## src/rtl/asfw_consts.svh

```systemverilog
// bit positions, widths and reset values of the alu status flag register
`ifndef ASFW_CONSTS_SVH
`define ASFW_CONSTS_SVH

`define ASFW_DATA_W     8
`define ASFW_FLAG_W     5
`define ASFW_BIT_C      0
`define ASFW_BIT_DC     1
`define ASFW_BIT_Z      2
`define ASFW_BIT_OV     3
`define ASFW_BIT_N      4
`define ASFW_STATUS_RST 8'h00
`define ASFW_UPPER_ZERO 3'h0
`define ASFW_NO_FLAGS   5'h00
`define ASFW_ALL_FLAGS  5'h1f
`define ASFW_NZ_FLAGS   5'h14
`define ASFW_Z_FLAG     5'h04

`endif

```

## src/rtl/asfw_pkg.sv

```systemverilog
// types shared by the status flag writeback block
package asfw_pkg;

    typedef enum logic [2:0] {
        ASFW_OP_ADD,
        ASFW_OP_SUB,
        ASFW_OP_AND,
        ASFW_OP_IOR,
        ASFW_OP_XOR,
        ASFW_OP_CLR,
        ASFW_OP_MOVF,
        ASFW_OP_WRITE
    } asfw_op_e;

endpackage

```

## src/rtl/asfw_flag_calc.sv

```systemverilog
// alu result, flag values and flag-affect mask for one operation
`timescale 1ns/10ps
`default_nettype none
`include "asfw_consts.svh"

module asfw_flag_calc
    import asfw_pkg::*;
(
    input  wire asfw_op_e                 op,
    input  wire logic [`ASFW_DATA_W-1:0]  opa,
    input  wire logic [`ASFW_DATA_W-1:0]  opb,
    output logic      [`ASFW_DATA_W-1:0]  res,
    output logic      [`ASFW_FLAG_W-1:0]  flags,
    output logic      [`ASFW_FLAG_W-1:0]  affect
);

    logic [8:0] sum9;
    logic [4:0] sum5;
    logic [7:0] bsel;
    logic       cin;

    always_comb begin
        // subtraction adds the inverted operand plus one
        cin  = (op == ASFW_OP_SUB);
        bsel = cin ? ~opb : opb;
        sum9 = {1'b0, opa} + {1'b0, bsel} + {8'h00, cin};
        sum5 = {1'b0, opa[3:0]} + {1'b0, bsel[3:0]} + {4'h0, cin};
        res    = 8'h00;
        affect = `ASFW_NO_FLAGS;
        flags  = `ASFW_NO_FLAGS;
        case (op)
            ASFW_OP_ADD, ASFW_OP_SUB: begin
                res    = sum9[7:0];
                affect = `ASFW_ALL_FLAGS;
                // carry out doubles as active-low borrow on subtract
                flags[`ASFW_BIT_C]  = sum9[8];
                flags[`ASFW_BIT_DC] = sum5[4];
                flags[`ASFW_BIT_OV] = (opa[7] == bsel[7]) && (sum9[7] != opa[7]);
            end
            ASFW_OP_AND: begin
                res    = opa & opb;
                affect = `ASFW_NZ_FLAGS;
            end
            ASFW_OP_IOR: begin
                res    = opa | opb;
                affect = `ASFW_NZ_FLAGS;
            end
            ASFW_OP_XOR: begin
                res    = opa ^ opb;
                affect = `ASFW_NZ_FLAGS;
            end
            ASFW_OP_CLR: begin
                res    = 8'h00;
                affect = `ASFW_Z_FLAG;
            end
            ASFW_OP_MOVF: begin
                res    = opa;
                affect = `ASFW_NZ_FLAGS;
            end
            ASFW_OP_WRITE: begin
                res    = opb;
                affect = `ASFW_NO_FLAGS;
            end
            default: begin
                res    = 8'h00;
                affect = `ASFW_NO_FLAGS;
            end
        endcase
        flags[`ASFW_BIT_N] = res[7];
        flags[`ASFW_BIT_Z] = (res == 8'h00);
    end

endmodule
`default_nettype wire

```

## src/rtl/asfw_top.sv

```systemverilog
// status flag register and its write arbitration for the execute stage
// Notes on behaviour
// - flag-affecting instruction targeting status discards result; only its flag effects land.
// - clear aimed at status sets zero only, others kept: 000u u1uu.
// - on subtraction carry means not-borrow and digit carry means not-digit-borrow.
// - status register usable as source or destination of any instruction.
// - status records flags from the latest flag-affecting instruction.
// - negative flag bit 4 follows result msb.
// - overflow flag bit 3 set when signed result flips sign wrongly.
`timescale 1ns/10ps
`default_nettype none
`include "asfw_consts.svh"

module asfw_top
    import asfw_pkg::*;
(
    input  wire logic                     clk,
    input  wire logic                     resetn,
    input  wire logic                     instr_valid,
    input  wire asfw_op_e                 alu_op,
    input  wire logic [`ASFW_DATA_W-1:0]  file_operand,
    input  wire logic                     src_is_status,
    input  wire logic [`ASFW_DATA_W-1:0]  work_operand,
    input  wire logic                     dest_is_status,
    output logic      [`ASFW_DATA_W-1:0]  result_q,
    output logic                          result_wr_q,
    output logic      [`ASFW_DATA_W-1:0]  status_q
);

    logic [`ASFW_DATA_W-1:0] opa;
    logic [`ASFW_DATA_W-1:0] calc_res;
    logic [`ASFW_FLAG_W-1:0] calc_flags;
    logic [`ASFW_FLAG_W-1:0] calc_affect;
    logic [`ASFW_DATA_W-1:0] result_d;
    logic                    result_wr_d;
    logic [`ASFW_DATA_W-1:0] status_d;
    logic [`ASFW_FLAG_W-1:0] flag_base;

    // status can be read as the file operand
    assign opa = src_is_status ? status_q : file_operand;

    asfw_flag_calc u_calc (
        .op     (alu_op),
        .opa    (opa),
        .opb    (work_operand),
        .res    (calc_res),
        .flags  (calc_flags),
        .affect (calc_affect)
    );

    always_comb begin
        result_d    = result_q;
        result_wr_d = 1'b0;
        status_d    = status_q;
        flag_base   = status_q[`ASFW_FLAG_W-1:0];
        if (instr_valid) begin
            if (dest_is_status) begin
                // result dropped when flags are touched
                if (calc_affect == `ASFW_NO_FLAGS) begin
                    flag_base = calc_res[`ASFW_FLAG_W-1:0];
                end
            end else begin
                result_d    = calc_res;
                result_wr_d = 1'b1;
            end
            // affected flags take the alu outcome
            status_d = {`ASFW_UPPER_ZERO,
                        (calc_affect & calc_flags) | (~calc_affect & flag_base)};
        end
    end

    always_ff @(posedge clk) begin
        if (!resetn) begin
            result_q    <= 8'h00;
            result_wr_q <= 1'b0;
            status_q    <= `ASFW_STATUS_RST;
        end else begin
            result_q    <= result_d;
            result_wr_q <= result_wr_d;
            status_q    <= status_d;
        end
    end

    a_dest_discard: assert property (@(posedge clk) disable iff (!resetn)
        instr_valid && dest_is_status && (calc_affect != `ASFW_NO_FLAGS)
        |=> !result_wr_q && (result_q == $past(result_q)))
        else $error("flag-affecting status write leaked a result");

    a_clear_zero: assert property (@(posedge clk) disable iff (!resetn)
        instr_valid && dest_is_status && (alu_op == ASFW_OP_CLR)
        |=> status_q == {3'h0, $past(status_q[4:3]), 1'b1, $past(status_q[1:0])})
        else $error("clear of status did not give 000u u1uu");

    a_sub_borrow: assert property (@(posedge clk) disable iff (!resetn)
        instr_valid && (alu_op == ASFW_OP_SUB)
        |=> (status_q[`ASFW_BIT_C] == ($past(opa) >= $past(work_operand)))
            && (status_q[`ASFW_BIT_DC] == ($past(opa[3:0]) >= $past(work_operand[3:0]))))
        else $error("subtract borrow flags wrong");

    a_status_source: assert property (@(posedge clk) disable iff (!resetn)
        instr_valid && src_is_status && !dest_is_status && (alu_op == ASFW_OP_MOVF)
        |=> result_wr_q && (result_q == $past(status_q)))
        else $error("status not delivered as source operand");

    a_zero_record: assert property (@(posedge clk) disable iff (!resetn)
        instr_valid && calc_affect[`ASFW_BIT_Z]
        |=> status_q[`ASFW_BIT_Z] == ($past(calc_res) == 8'h00))
        else $error("zero flag does not match last result");

    a_neg_msb: assert property (@(posedge clk) disable iff (!resetn)
        instr_valid && calc_affect[`ASFW_BIT_N]
        |=> status_q[`ASFW_BIT_N] == $past(calc_res[7]))
        else $error("negative flag does not follow result msb");

    a_add_ovf: assert property (@(posedge clk) disable iff (!resetn)
        instr_valid && (alu_op == ASFW_OP_ADD)
        |=> status_q[`ASFW_BIT_OV] == (($past(opa[7]) == $past(work_operand[7]))
            && ($past(calc_res[7]) != $past(opa[7]))))
        else $error("overflow flag wrong on add");

    a_plain_write: assert property (@(posedge clk) disable iff (!resetn)
        instr_valid && dest_is_status && (alu_op == ASFW_OP_WRITE)
        |=> status_q == {3'h0, $past(work_operand[4:0])})
        else $error("plain write to status not stored");

    a_upper_zero: assert property (@(posedge clk) disable iff (!resetn)
        status_q[7:5] == 3'h0)
        else $error("unimplemented status bits not zero");

    a_idle_hold: assert property (@(posedge clk) disable iff (!resetn)
        !instr_valid |=> (status_q == $past(status_q)) && !result_wr_q)
        else $error("status changed without an instruction");

    a_add_carry: assert property (@(posedge clk) disable iff (!resetn)
        instr_valid && (alu_op == ASFW_OP_ADD)
        |=> (status_q[`ASFW_BIT_C] == (({1'b0, $past(opa)} + {1'b0, $past(work_operand)}) > 9'h0ff))
            && (status_q[`ASFW_BIT_DC] == (({1'b0, $past(opa[3:0])}
                + {1'b0, $past(work_operand[3:0])}) > 5'h0f)))
        else $error("add carry flags wrong");

    a_logic_keep: assert property (@(posedge clk) disable iff (!resetn)
        instr_valid && (alu_op inside {ASFW_OP_AND, ASFW_OP_IOR, ASFW_OP_XOR, ASFW_OP_MOVF})
        |=> (status_q[`ASFW_BIT_C] == $past(status_q[`ASFW_BIT_C]))
            && (status_q[`ASFW_BIT_DC] == $past(status_q[`ASFW_BIT_DC]))
            && (status_q[`ASFW_BIT_OV] == $past(status_q[`ASFW_BIT_OV])))
        else $error("logic operation disturbed carry or overflow");

    a_write_file: assert property (@(posedge clk) disable iff (!resetn)
        instr_valid && !dest_is_status && (alu_op == ASFW_OP_WRITE)
        |=> result_wr_q && (result_q == $past(work_operand))
            && (status_q == $past(status_q)))
        else $error("plain write to a file changed status or lost data");

    a_file_result: assert property (@(posedge clk) disable iff (!resetn)
        instr_valid && !dest_is_status
        |=> result_wr_q)
        else $error("result for a file destination not written");

endmodule
`default_nettype wire

```

## config.mk

```make
export PLATFORM = sky130hd
export DESIGN_NAME = asfw_top
export DESIGN_NICKNAME = d
export VERILOG_FILES = /design/src/rtl/asfw_pkg.sv /design/src/rtl/asfw_flag_calc.sv /design/src/rtl/asfw_top.sv
export VERILOG_INCLUDE_DIRS = /design/src /design/src/rtl
export SDC_FILE = /design/constraint.sdc
export NUM_CORES = 1
export LEC_CHECK = 0
export CORE_ASPECT_RATIO = 1.1
export CORE_MARGIN = 2
export CORE_UTILIZATION = 50
export DETAILED_ROUTE_END_ITERATION = 6
export DONT_BUFFER_PORTS = 1
export PLACE_DENSITY_LB_ADDON = 0.3
export SETUP_SLACK_MARGIN = 0.2
export SYNTH_ARGS = -nofsm -noshare
export SYNTH_HDL_FRONTEND = slang
export SYNTH_SLANG_ARGS = --single-unit
export TNS_END_PERCENT = 5
```

## constraint.sdc

```tcl
create_clock -name clk -period 5.1 [get_ports clk]
set_input_delay 1.02 -clock clk [delete_from_list [all_inputs] [get_ports clk]]
set_output_delay 1.02 -clock clk [all_outputs]
set_load 0.01 [all_outputs]
```

Yosys cells after proc, flatten, opt, wreduce, memory -nomap -nowiden
Index checks and enable logic that the tools add are counted.
- register bits: 14
- reductions and logical operators: 8
- mux-type cells: 10
- bitwise logic cells: 9
- add/subtract/negate cells: 4
- equality and inequality tests: 9
- operators with widths (operator ; number):
    8-bit one-hot mux with 7 select lines ; 1
    5-bit one-hot mux with 4 select lines ; 1
    8-bit 2-to-1 mux ; 2
    5-bit 2-to-1 mux ; 3
    3-bit equality test (second input constant) ; 4
    5-bit bitwise AND ; 2
    8-bit by 8-bit adder with 9-bit output ; 1
    9-bit by 1-bit adder with 9-bit output ; 1
    8-bit bitwise AND ; 1
    8-bit logical NOT ; 1
    8-bit inverter ; 1
    8-bit OR ; 1
    8-bit XOR ; 1
    3-bit by 2-bit equality test with 1-bit output (second input constant) ; 2
    4-bit by 4-bit adder with 5-bit output ; 1
    5-bit by 1-bit adder with 5-bit output ; 1
    5-bit logical NOT ; 1
    5-bit inverter ; 1
    5-bit OR ; 1
    2-bit AND reduction ; 2
    4-bit OR reduction ; 1
    3-bit by 1-bit equality test with 1-bit output (second input constant) ; 1
    3-bit logical NOT ; 1
    1-bit 2-to-1 mux ; 2
    other kinds (6) ; 6

Logic depth before layout (Yosys ltp)
Gate-level depths: netlist (run 1).
- depth in word-level cells: 10
- gate-level depth with buffers: 12
- depth with buffers taken out: 11

Cells and area by module
Synthesis (run 1) repeated with hierarchy kept, for this count alone.
- cells, all modules: 257
- area, all modules: 1959.4 sq um
- modules (own cells, without submodules) (module ; cells an instance ; area each (sq um) ; seq. area each (sq um) ; times used):
    asfw_flag_calc ; 165 ; 1206.2 ; 0.0 ; 1
    asfw_top ; 92 ; 753.2 ; 280.3 ; 1

Worst setup path before layout (run 1)
No wires, ideal clock.
- kind: input to register
- from: input port alu_op[2]
- to: register (tool-made name)
- stages: 11
- path buffers: 2
- setup slack: 1834 ps
- setup time: 119 ps
- arrival: 3148 ps
- cell sequence: clkbuf_2 -> or3b_1 -> buf_6 -> xnor2_1 -> ha_1 -> a21oi_1 -> o221ai_4 -> xor2_1 -> o21ai_1 -> o21ai_1 -> o221a_2
- RTL lines (element ; line ; RTL):
    from (decl) ; asfw_top.sv:20 ; input wire asfw_op_e alu_op,

Worst setup path in the final report (run 1)
- from: input port alu_op[1]
- to: register result_q[6]
- cells in the longest elaborated chain, start to end: 5
- RTL lines (element ; line ; RTL):
    3-bit by 1-bit equality test with 1-bit output ; asfw_flag_calc.sv:24, asfw_flag_calc.sv:31 ;
    8-bit 2-to-1 mux ; asfw_flag_calc.sv:25 ; bsel = cin ? ~opb : opb;
    8-bit by 8-bit adder with 9-bit output ; asfw_flag_calc.sv:26 ; sum9 = {1'b0, opa} + {1'b0, bsel} + {8'h00, cin};
    9-bit by 1-bit adder with 9-bit output ; asfw_flag_calc.sv:26 ;
    8-bit one-hot mux with 7 select lines * ; asfw_flag_calc.sv:31 ; case (op)
    to (signal assigned) ; asfw_top.sv:78 ; result_q <= result_d;
    to (decl) ; asfw_top.sv:25 ; output logic [`ASFW_DATA_W-1:0] result_q,
Mark *: on every way between the ends. The rest lies on a longest branch, timed or not.
A chain may end at the register's enable or synchronous reset.

==> flow_summary.ini, run 1 <==
[power]
leakage_nw = 0.846
pwr-share-seq_pct = 32.6
total_power_mw = 0.380
p_per_area_nw_per_um2 = 192
switchingPower_mw = 0.131
p_int_mw = 0.249
combPwrFrac_pct = 39.3
ir_drop_mv = 0.109
power.share.clock_pct = 28.1
p_sw_share_pct = 34.4

[clock_network]
cts_htree_levels = 1
cts.path.max_buffers = 2
cts_inserted_buffers = 3
clk_pin_slew_ns = 0.06
clk_latency_ns = 0.24
hold_buffers = 0
cts-root-buf = clkbuf_8
post_cts_buffers = 0
cts.sinks = 14
cts_tree = built
cts-resized-gates = 0

[sta]
period_needed_ns = 3.43
max_slew_margin_pct = 63.0
tns_ns = 0
skew_ns = 0.00109
fmax_ghz = 0.291
period_share_pct = 67.3
setup_violations = 0
rsz0062_at_grt = false
slew_viol_final = 0
hold_viol = 0
worstMarginPinSlew_ns = 0.541

[synth]
synth_edf_count = 0
syn_area_sq_um = 1940
yosys_warnings = 0
ys.flop_type = dfxtp_1
synthCells = 267
synth_cell_types = 54
ys_seq_area_share_pct = 14.4
avgSynthCellArea_sq_um = 7.27
ys_ff_latch = 14
synthArstFlopShare_pct = 0

[global_route]
met3_usage_pct = 4.38
busiest_layer = met2
grt_max_degree = 36
antenna_found_initial = 0
grt_pass1_vias = 1737
grt_util_met2_pct = 38.1
grt_first_pass_wirelength_um = 8050
overflow = 0
grt_use_met1_pct = 27.6
gr-usage-all-layers_pct = 22.5

[cells_and_area]
final_nets = 305
layout_commonest_cell = nor2_1
final_cell_mix = 24 x nor2_1, 23 x inv_1, 23 x a21oi_1, 23 x ha_1, 20 x o21ai_0
drive_gt1_share_pct = 4.69
area_delta_synth_final_pct = 1.61
antennaDiodeCount = 0

[die]
die_w_um = 63.4
initial_utilization_pct = 52.7
core_sq_um = 3680
die_h_um = 69.4
num_io_pins = 41
die_area_sq_um = 4400
rows = 23

[worst_hold_path]
worstHoldStart = result_q[0]
hold_path_depth = 2
hold_path.class = flip-flop to flip-flop
hold_end = result_q[0]

[job]
max_cap_viol_count = 0

[critical_path]
reg2reg_to = result_q[6]
ff2ff_path_depth = 11
reg2reg_setup_slack_ns = 2.50
path_class = input port to flip-flop
crit_fanout = 24
worst_ep_required_time_ns = 5.22
worstPathArrival_ns = 3.55
critPathLaunchType = input port
crit_path_end_kind = flip-flop

[detailed_routing]
via_count = 1892
ant_nets = 0
avgRoutedWirePerCell_um = 15.9
viasPerCell = 6.18
first_iter_violations = 103
route.detailed.drc = 0
drtPass1Iterations = 4
finalWirelength_um = 4880

[placed_design]
portBuffers = 0
place_congestion = 0.936
dp_hpwl_um = 3820

[run_status]
outcome = completed
stage by stage:
stage / utilization (%) / std cells / hold WS, ns / cell area, sq um / worst slack, ns
floorplan: - / 269 / 0.481 / 1950 / 1.83
global placement: 52.1 / 302 / 0.495 / 1920 / 1.45
detailed placement: 52.1 / 302 / 0.496 / 1920 / 1.41
CTS: 53.6 / 306 / 0.504 / 1970 / 1.66
global route: 53.6 / 306 / 0.545 / 1970 / 1.39
finish: 53.6 / 306 / 0.503 / 1970 / 1.67
kinds of logic after synthesis:
kind of cell	synth area share [%]
AOI/OAI and AO/OA	30.7
and+or+nand+nor	21.2
buffers and inverters	9.28
adders and majority gates	15.9
DFF	14.4
xor gates and xnor gates	4.51
muxes	3.80
other	0.193
cell usage after synthesis (2+ instances only):
cell type / instances / share of area (%)
a2111oi_0: 3 / 1.4
a211oi_1: 4 / 1.5
a21o_1: 2 / 0.77
a21oi_1: 23 / 5.9
a221oi_1: 4 / 1.8
a22oi_1: 3 / 1.2
a311oi_1: 2 / 0.90
and2_1: 3 / 0.97
and3_1: 2 / 0.64
buf_2: 5 / 1.3
buf_4: 4 / 1.5
clkbuf_1: 6 / 1.2
dfxtp_1: 14 / 14
ha_1: 23 / 15
inv_1: 23 / 4.4
mux2i_1: 4 / 2.1
nand2_1: 17 / 3.3
nand2b_1: 8 / 2.6
nand3_1: 9 / 2.3
nand3b_1: 2 / 0.77
nand4_1: 2 / 0.64
nor2_1: 24 / 4.6
nor2b_1: 8 / 2.6
o211ai_1: 2 / 0.77
o21a_1: 6 / 2.3
o21ai_0: 20 / 5.2
o21ai_1: 2 / 0.52
o22ai_1: 4 / 1.3
o32ai_1: 3 / 1.4
or2_2: 3 / 0.97
xnor2_1: 8 / 3.6
xor2_1: 2 / 0.90
critical path, cell delays in order:
cell      delay, ns
or3b_1         0.61
xnor2_1        0.22
ha_1           0.40
nand3_1        0.16
a21bo_2        0.23
a21boi_0       0.34
nor4b_1        0.10
a211oi_1       0.34
a211oi_1       0.13
power by group through the flow:
stage | registers, mW | clock network (mW) | logic [mW]
finish | 0.124 | 0.107 | 0.149
global placement | 0.126 | 0 | 0.146
global route | 0.124 | 0.114 | 0.168
detailed placement | 0.126 | 0 | 0.148
floorplan | 0.125 | 0 | 0.132
CTS | 0.124 | 0.109 | 0.149
worst max-delay path by stage:
| stage | slack, ns | startpoint | cells past startpoint | end |
|---|---|---|---|---|
| after floorplan | 1.83 | alu_op[2] | 11 | flip-flop |
| after global placement | 1.45 | alu_op[1] | 9 | result_q[6] |
| after detailed placement | 1.41 | alu_op[1] | 9 | result_q[6] |
| after CTS | 1.66 | alu_op[1] | 9 | result_q[6] |
| after global routing | 1.39 | alu_op[1] | 9 | result_q[6] |
| final | 1.67 | alu_op[1] | 9 | result_q[6] |
cell type report:
cell class | count | area, sq um
tap | 50 | 62.6
multi-input combinational | 215 | 1490
fill | 417 | 1710
sequential | 14 | 280
clock buffer | 4 | 55.1
inverter | 23 | 86.3
per-layer routing:
| metal | wire (um) | vias to the layer above | part of all wire [%] |
|---|---|---|---|
| met4 | 188 | 0 | 3.9 |
| met5 | 0 | - | 0 |
| met3 | 252 | 14 | 5.2 |
| li1 | - | 926 | - |
| met1 | 2030 | 889 | 42 |
| met2 | 2400 | 63 | 49 |
Note: power is estimated with default switching activity, not from simulation.
==> run 2: changes to the inputs <==
==> constraint.sdc (replaced) <==
create_clock -name clk -period 3.4 [get_ports clk]
set_input_delay 0.68 -clock clk [delete_from_list [all_inputs] [get_ports clk]]
set_output_delay 0.68 -clock clk [all_outputs]
set_load 0.01 [all_outputs]
==> run 2 against run 1 <==
Effect of this change:
- count of clock-buffer cells in the layout unchanged
- worst setup slack worse by 1.1 ns
- design area rose by 0.13%
- critical path depth unchanged
- die area did not move
- wire length grew 2.5%
==> flow_summary.ini, run 2 (synthesis gave the netlist of run 1 again) <==
[die]
die_w_um = 63.4
die_h_um = 69.4
initial_utilization_pct = 52.7
num_io_pins = 41
rows = 23
core_sq_um = 3680
die_area_sq_um = 4400

[detailed_routing]
first_iter_violations = 108
viasPerCell = 6.09
route.detailed.drc = 0
avgRoutedWirePerCell_um = 16.3
finalWirelength_um = 5000
drtPass1Iterations = 4
via_count = 1864
ant_nets = 0

[placed_design]
portBuffers = 0
dp_hpwl_um = 3850
place_inst = 302
place_congestion = 0.936

[cells_and_area]
area_delta_synth_final_pct = 1.74
stdcell_count = 306
final_nets = 305
antennaDiodeCount = 0
n_fill_cell = 393
final_cell_mix = 24 x nor2_1, 23 x inv_1, 23 x a21oi_1, 23 x ha_1, 20 x o21ai_0
drive_gt1_share_pct = 5.08
layout_commonest_cell = nor2_1

[clock_network]
cts.sinks = 14
cts-root-buf = clkbuf_8
post_cts_buffers = 0
cts.path.max_buffers = 2
cts_inserted_buffers = 3
cts_tree = built
clk_latency_ns = 0.25
clk_pin_slew_ns = 0.06
cts_htree_levels = 1

[critical_path]
critPathSlowestCell = or3b_4
worstPathArrival_ns = 2.92
worst_ep_required_time_ns = 3.52
slowest_delay_ns = 0.48
critPathLaunchType = input port
crit_top_cell = a211oi_1
crit_fanout = 24
critPathTopFamily = compound AO/OA/AOI/OAI gates
path_class = input port to flip-flop
crit_buf_inv = 0
crit_path_end_kind = flip-flop
path_cells = or3b_4, xnor2_1, ha_1, nand3_1, a21bo_2, a21boi_1, nor4b_1, a211oi_1, a211oi_1

[power]
p_int_mw = 0.375
switchingPower_mw = 0.200
pwr-share-seq_pct = 32.3
ir_drop_mv = 0.180
p_sw_share_pct = 34.8
p_per_area_nw_per_um2 = 291
leakage_nw = 0.847
combPwrFrac_pct = 39.3
power.share.clock_pct = 28.4

[global_route]
grt_first_pass_wirelength_um = 8120
grt_pass1_vias = 1715
grt_max_degree = 36
overflow = 0
antenna_found_initial = 0
gr-usage-all-layers_pct = 22.9

[job]
max_cap_viol_count = 0

[sta]
period_needed_ns = 2.80
fmax_ghz = 0.357
worstMarginPinSlew_ns = 0.565
slew_viol_final = 0
max_slew_margin_pct = 61.4
tns_ns = 0
rsz0062_at_grt = false
period_share_pct = 82.4
setup_violations = 0
hold_viol = 0
skew_ns = 0.00256

[run_status]
outcome = completed

[worst_hold_path]
hold_path.class = flip-flop to flip-flop
[run 2: cell counts in the layout (fill, tap and decap cells not counted)]
Identical to the previous run, type by type.
[run 2: final timing paths]
check	start	to	slack [ns]	depth (start not counted)
worst max-delay path	alu_op[1]	result_q[6]	0.60	9
worst min-delay path	result_q[0]	result_q[0]	0.51	2
worst max register to register	flip-flop	result_q[6]	0.86	11
worst min register to register	result_q[0]	result_q[0]	0.51	2
[run 2: per-layer routing]
layer / up-vias / share of wire [%] / track usage, %
met5: - / 0 / 0
met4: 0 / 4.5 / 10.9
met3: 18 / 6.5 / 5.84
met2: 67 / 48 / 38.2
met1: 854 / 41 / 27.0
li1: 925 / - / -
[run 2: layout make-up]
| type | count | area [sq um] | area share [%] |
|---|---|---|---|
| sequential | 14 | 280 | 14.2 |
| inverter | 23 | 86.3 | 4.37 |
| tap | 50 | 62.6 | 3.17 |
| multi-input combinational | 215 | 1490 | 75.5 |
| clock buffer | 4 | 55.1 | 2.79 |
[run 2: power by group through the flow]
stage | logic [mW] | registers [mW] | clock network (mW)
after floorplan | 0.198 | 0.187 | 0
after global routing | 0.253 | 0.187 | 0.171
after detailed placement | 0.222 | 0.189 | 0
after CTS | 0.223 | 0.186 | 0.165
final | 0.226 | 0.186 | 0.163
after global placement | 0.219 | 0.189 | 0
[run 2: timing repair]
item,CTS,global route
hold buffers,0,0
endpoints found under the hold margin,0,0
setup endpoints to repair,0,2
resized for setup,0,2
[run 2: per-stage QoR]
| stage | hold WS, ns | utilization, % | worst slack (ns) | total power [mW] | area (sq um) |
|---|---|---|---|---|---|
| finish | 0.505 | 53.6 | 0.600 | 0.574 | 1980 |
| global route | 0.527 | 53.6 | 0.412 | 0.610 | 1980 |
| CTS | 0.504 | 53.6 | 0.317 | 0.575 | 1970 |
| global placement | 0.495 | 52.1 | 0.0898 | 0.408 | 1920 |
| detailed placement | 0.496 | 52.1 | 0.0617 | 0.412 | 1920 |
| floorplan | 0.481 | - | 0.474 | 0.385 | 1950 |
[run 2: tightest hold or removal path, delay by kind of cell (launching register included)]
kind	cells	cell delay (ns)
simple gates	1	0.07
flops	1	0.34
compound gates	1	0.05
==> run 3: changes to the inputs <==
==> constraint.sdc (replaced) <==
create_clock -name clk -period 2.9 [get_ports clk]
set_input_delay 0.58 -clock clk [delete_from_list [all_inputs] [get_ports clk]]
set_output_delay 0.58 -clock clk [all_outputs]
set_load 0.01 [all_outputs]
==> run 3 against run 2 <==
Effect of this change:
- total power rose by 21%
- clock power is 14% higher
- first-iteration DRC count rose by 82%
- design area increased by 4.6%
- die area stayed put
- wire length down 0.46%
- cell count rose by 3.6%
- sequential share of layout area is 0.63 points lower
- count of clock-buffer cells in the layout unchanged
- critical path type unchanged
==> flow_summary.ini, run 3 (synthesis gave the netlist of run 1 again) <==
[placed_design]
place_congestion = 0.860
dp_hpwl_um = 3880
portBuffers = 0
dpl-instance-area_sq_um = 2000

[sta]
hold_viol = 0
slew_viol_final = 0
max_slew_margin_pct = 66.3
tns_ns = 0
rsz0062_at_grt = true
hold_slack_ns = 0.452
period_share_pct = 90.2
worstMarginPinSlew_ns = 0.493
period_needed_ns = 2.62
setup_violations = 0
skew_ns = 0.00408
fmax_ghz = 0.382

[critical_path]
path_class = input port to flip-flop
critPathSlowestCell = or3b_4
worstSetupStartpoint = alu_op[1]
worst_ep_required_time_ns = 3.03
path_cells = or3b_4, xnor2_1, ha_1, a21oi_2, o221ai_4, xor2_1, o21ai_1, o21ai_1, o221a_2
reg2reg_setup_slack_ns = 0.40
ff2ff_path_depth = 9
crit_path_end_kind = flip-flop
worstPathArrival_ns = 2.75
crit_top_cell = o21ai_1
critPathLaunchType = input port
slowest_delay_ns = 0.45
crit_fanout = 24

[clock_network]
cts_tree = built
cts_htree_levels = 1
cts.path.max_buffers = 2
cts-root-buf = clkbuf_8
hold_buffers = 0
cts.sinks = 14
clk_pin_slew_ns = 0.06
clk_latency_ns = 0.24
cts_inserted_buffers = 3

[die]
rows = 23
core_sq_um = 3680
initial_utilization_pct = 52.7
die_h_um = 69.4
die_area_sq_um = 4400
die_w_um = 63.4
num_io_pins = 41

[detailed_routing]
finalWirelength_um = 4970
viasPerCell = 5.91
avgRoutedWirePerCell_um = 15.7
drtPass1Iterations = 4
first_iter_violations = 197
ant_nets = 0
route.detailed.drc = 0
via_count = 1874

[global_route]
overflow = 0
grt_max_degree = 36
gr-usage-all-layers_pct = 23.0
antenna_found_initial = 0
grt_first_pass_wirelength_um = 8310
grt_pass1_vias = 1802

[power]
leakage_nw = 0.900
ir_drop_mv = 0.237
total_power_mw = 0.694
p_per_area_nw_per_um2 = 336

[worst_hold_path]
hold_path_depth = 1
hold_path.class = input port to flip-flop
worstHoldStart = instr_valid

[cells_and_area]
final_cell_area_sq_um = 2070
area_delta_synth_final_pct = 6.44
drive_gt1_share_pct = 9.74
final_cell_mix = 24 x nor2_1, 23 x inv_1, 23 x ha_1, 22 x a21oi_1, 20 x o21ai_0
layout_commonest_cell = nor2_1
final_nets = 316
antennaDiodeCount = 0

[job]
max_cap_viol_count = 0

[run_status]
outcome = completed
==> run 3: worst max-delay path, delay by kind of cell <==
family	cells	cell delay [ns]
AO/OA/AOI/OAI	5	1.02
XOR/XNOR	2	0.32
adder cells (fa/ha/maj)	1	0.38
AND/OR/NAND/NOR	1	0.45
==> run 3: per-stage QoR <==
step	worst slack [ns]	std cells	utilization [%]
after floorplan	0.111	269	-
after global placement	-0.0295	312	54.3
after detailed placement	-0.0891	312	54.3
after CTS	0.299	316	55.9
after global routing	0.179	317	56.1
final	0.284	317	56.1
==> run 3: power breakdown <==
| group | switching (mW) | leakage [nW] | internal (mW) |
|---|---|---|---|
| logic | 0.156 | 0.757 | 0.135 |
| registers | 0.0135 | 0.115 | 0.204 |
| clock network | 0.0657 | 0.0288 | 0.120 |
| total | 0.235 | 0.900 | 0.459 |
==> run 3: per-layer routing <==
layer  vias to the layer above  GRT usage [%]  wire, um
li1                        949              -         -
met1                       841           29.1      2150
met2                        72           38.2      2360
met3                        12           5.19       309
met4                         0           7.49       159
met5                         -              0         0
==> run 3: timing repair <==
action / CTS / global route
resized for setup: 1 / 0
buffers inserted: 0 / 1
pin swaps: 0 / 1
hold endpoints to repair: 0 / 0
endpoints found under the setup margin: 4 / 4
==> run 3: worst max-delay path by stage <==
| stage | end | slack, ns |
|---|---|---|
| CTS | flip-flop | 0.30 |
| global placement | flip-flop | -0.03 |
| finish | flip-flop | 0.28 |
| global route | result_q[6] | 0.18 |
| floorplan | flip-flop | 0.11 |
| detailed placement | flip-flop | -0.09 |
==> run 3: final cells by class <==
cell class | instances | area [sq um]
well taps | 50 | 62.6
multi-input cells | 215 | 1500
inverters | 23 | 86.3
fillers | 371 | 1620
clock buffers | 4 | 55.1
repair buffers | 11 | 82.6
flip-flops and latches | 14 | 280
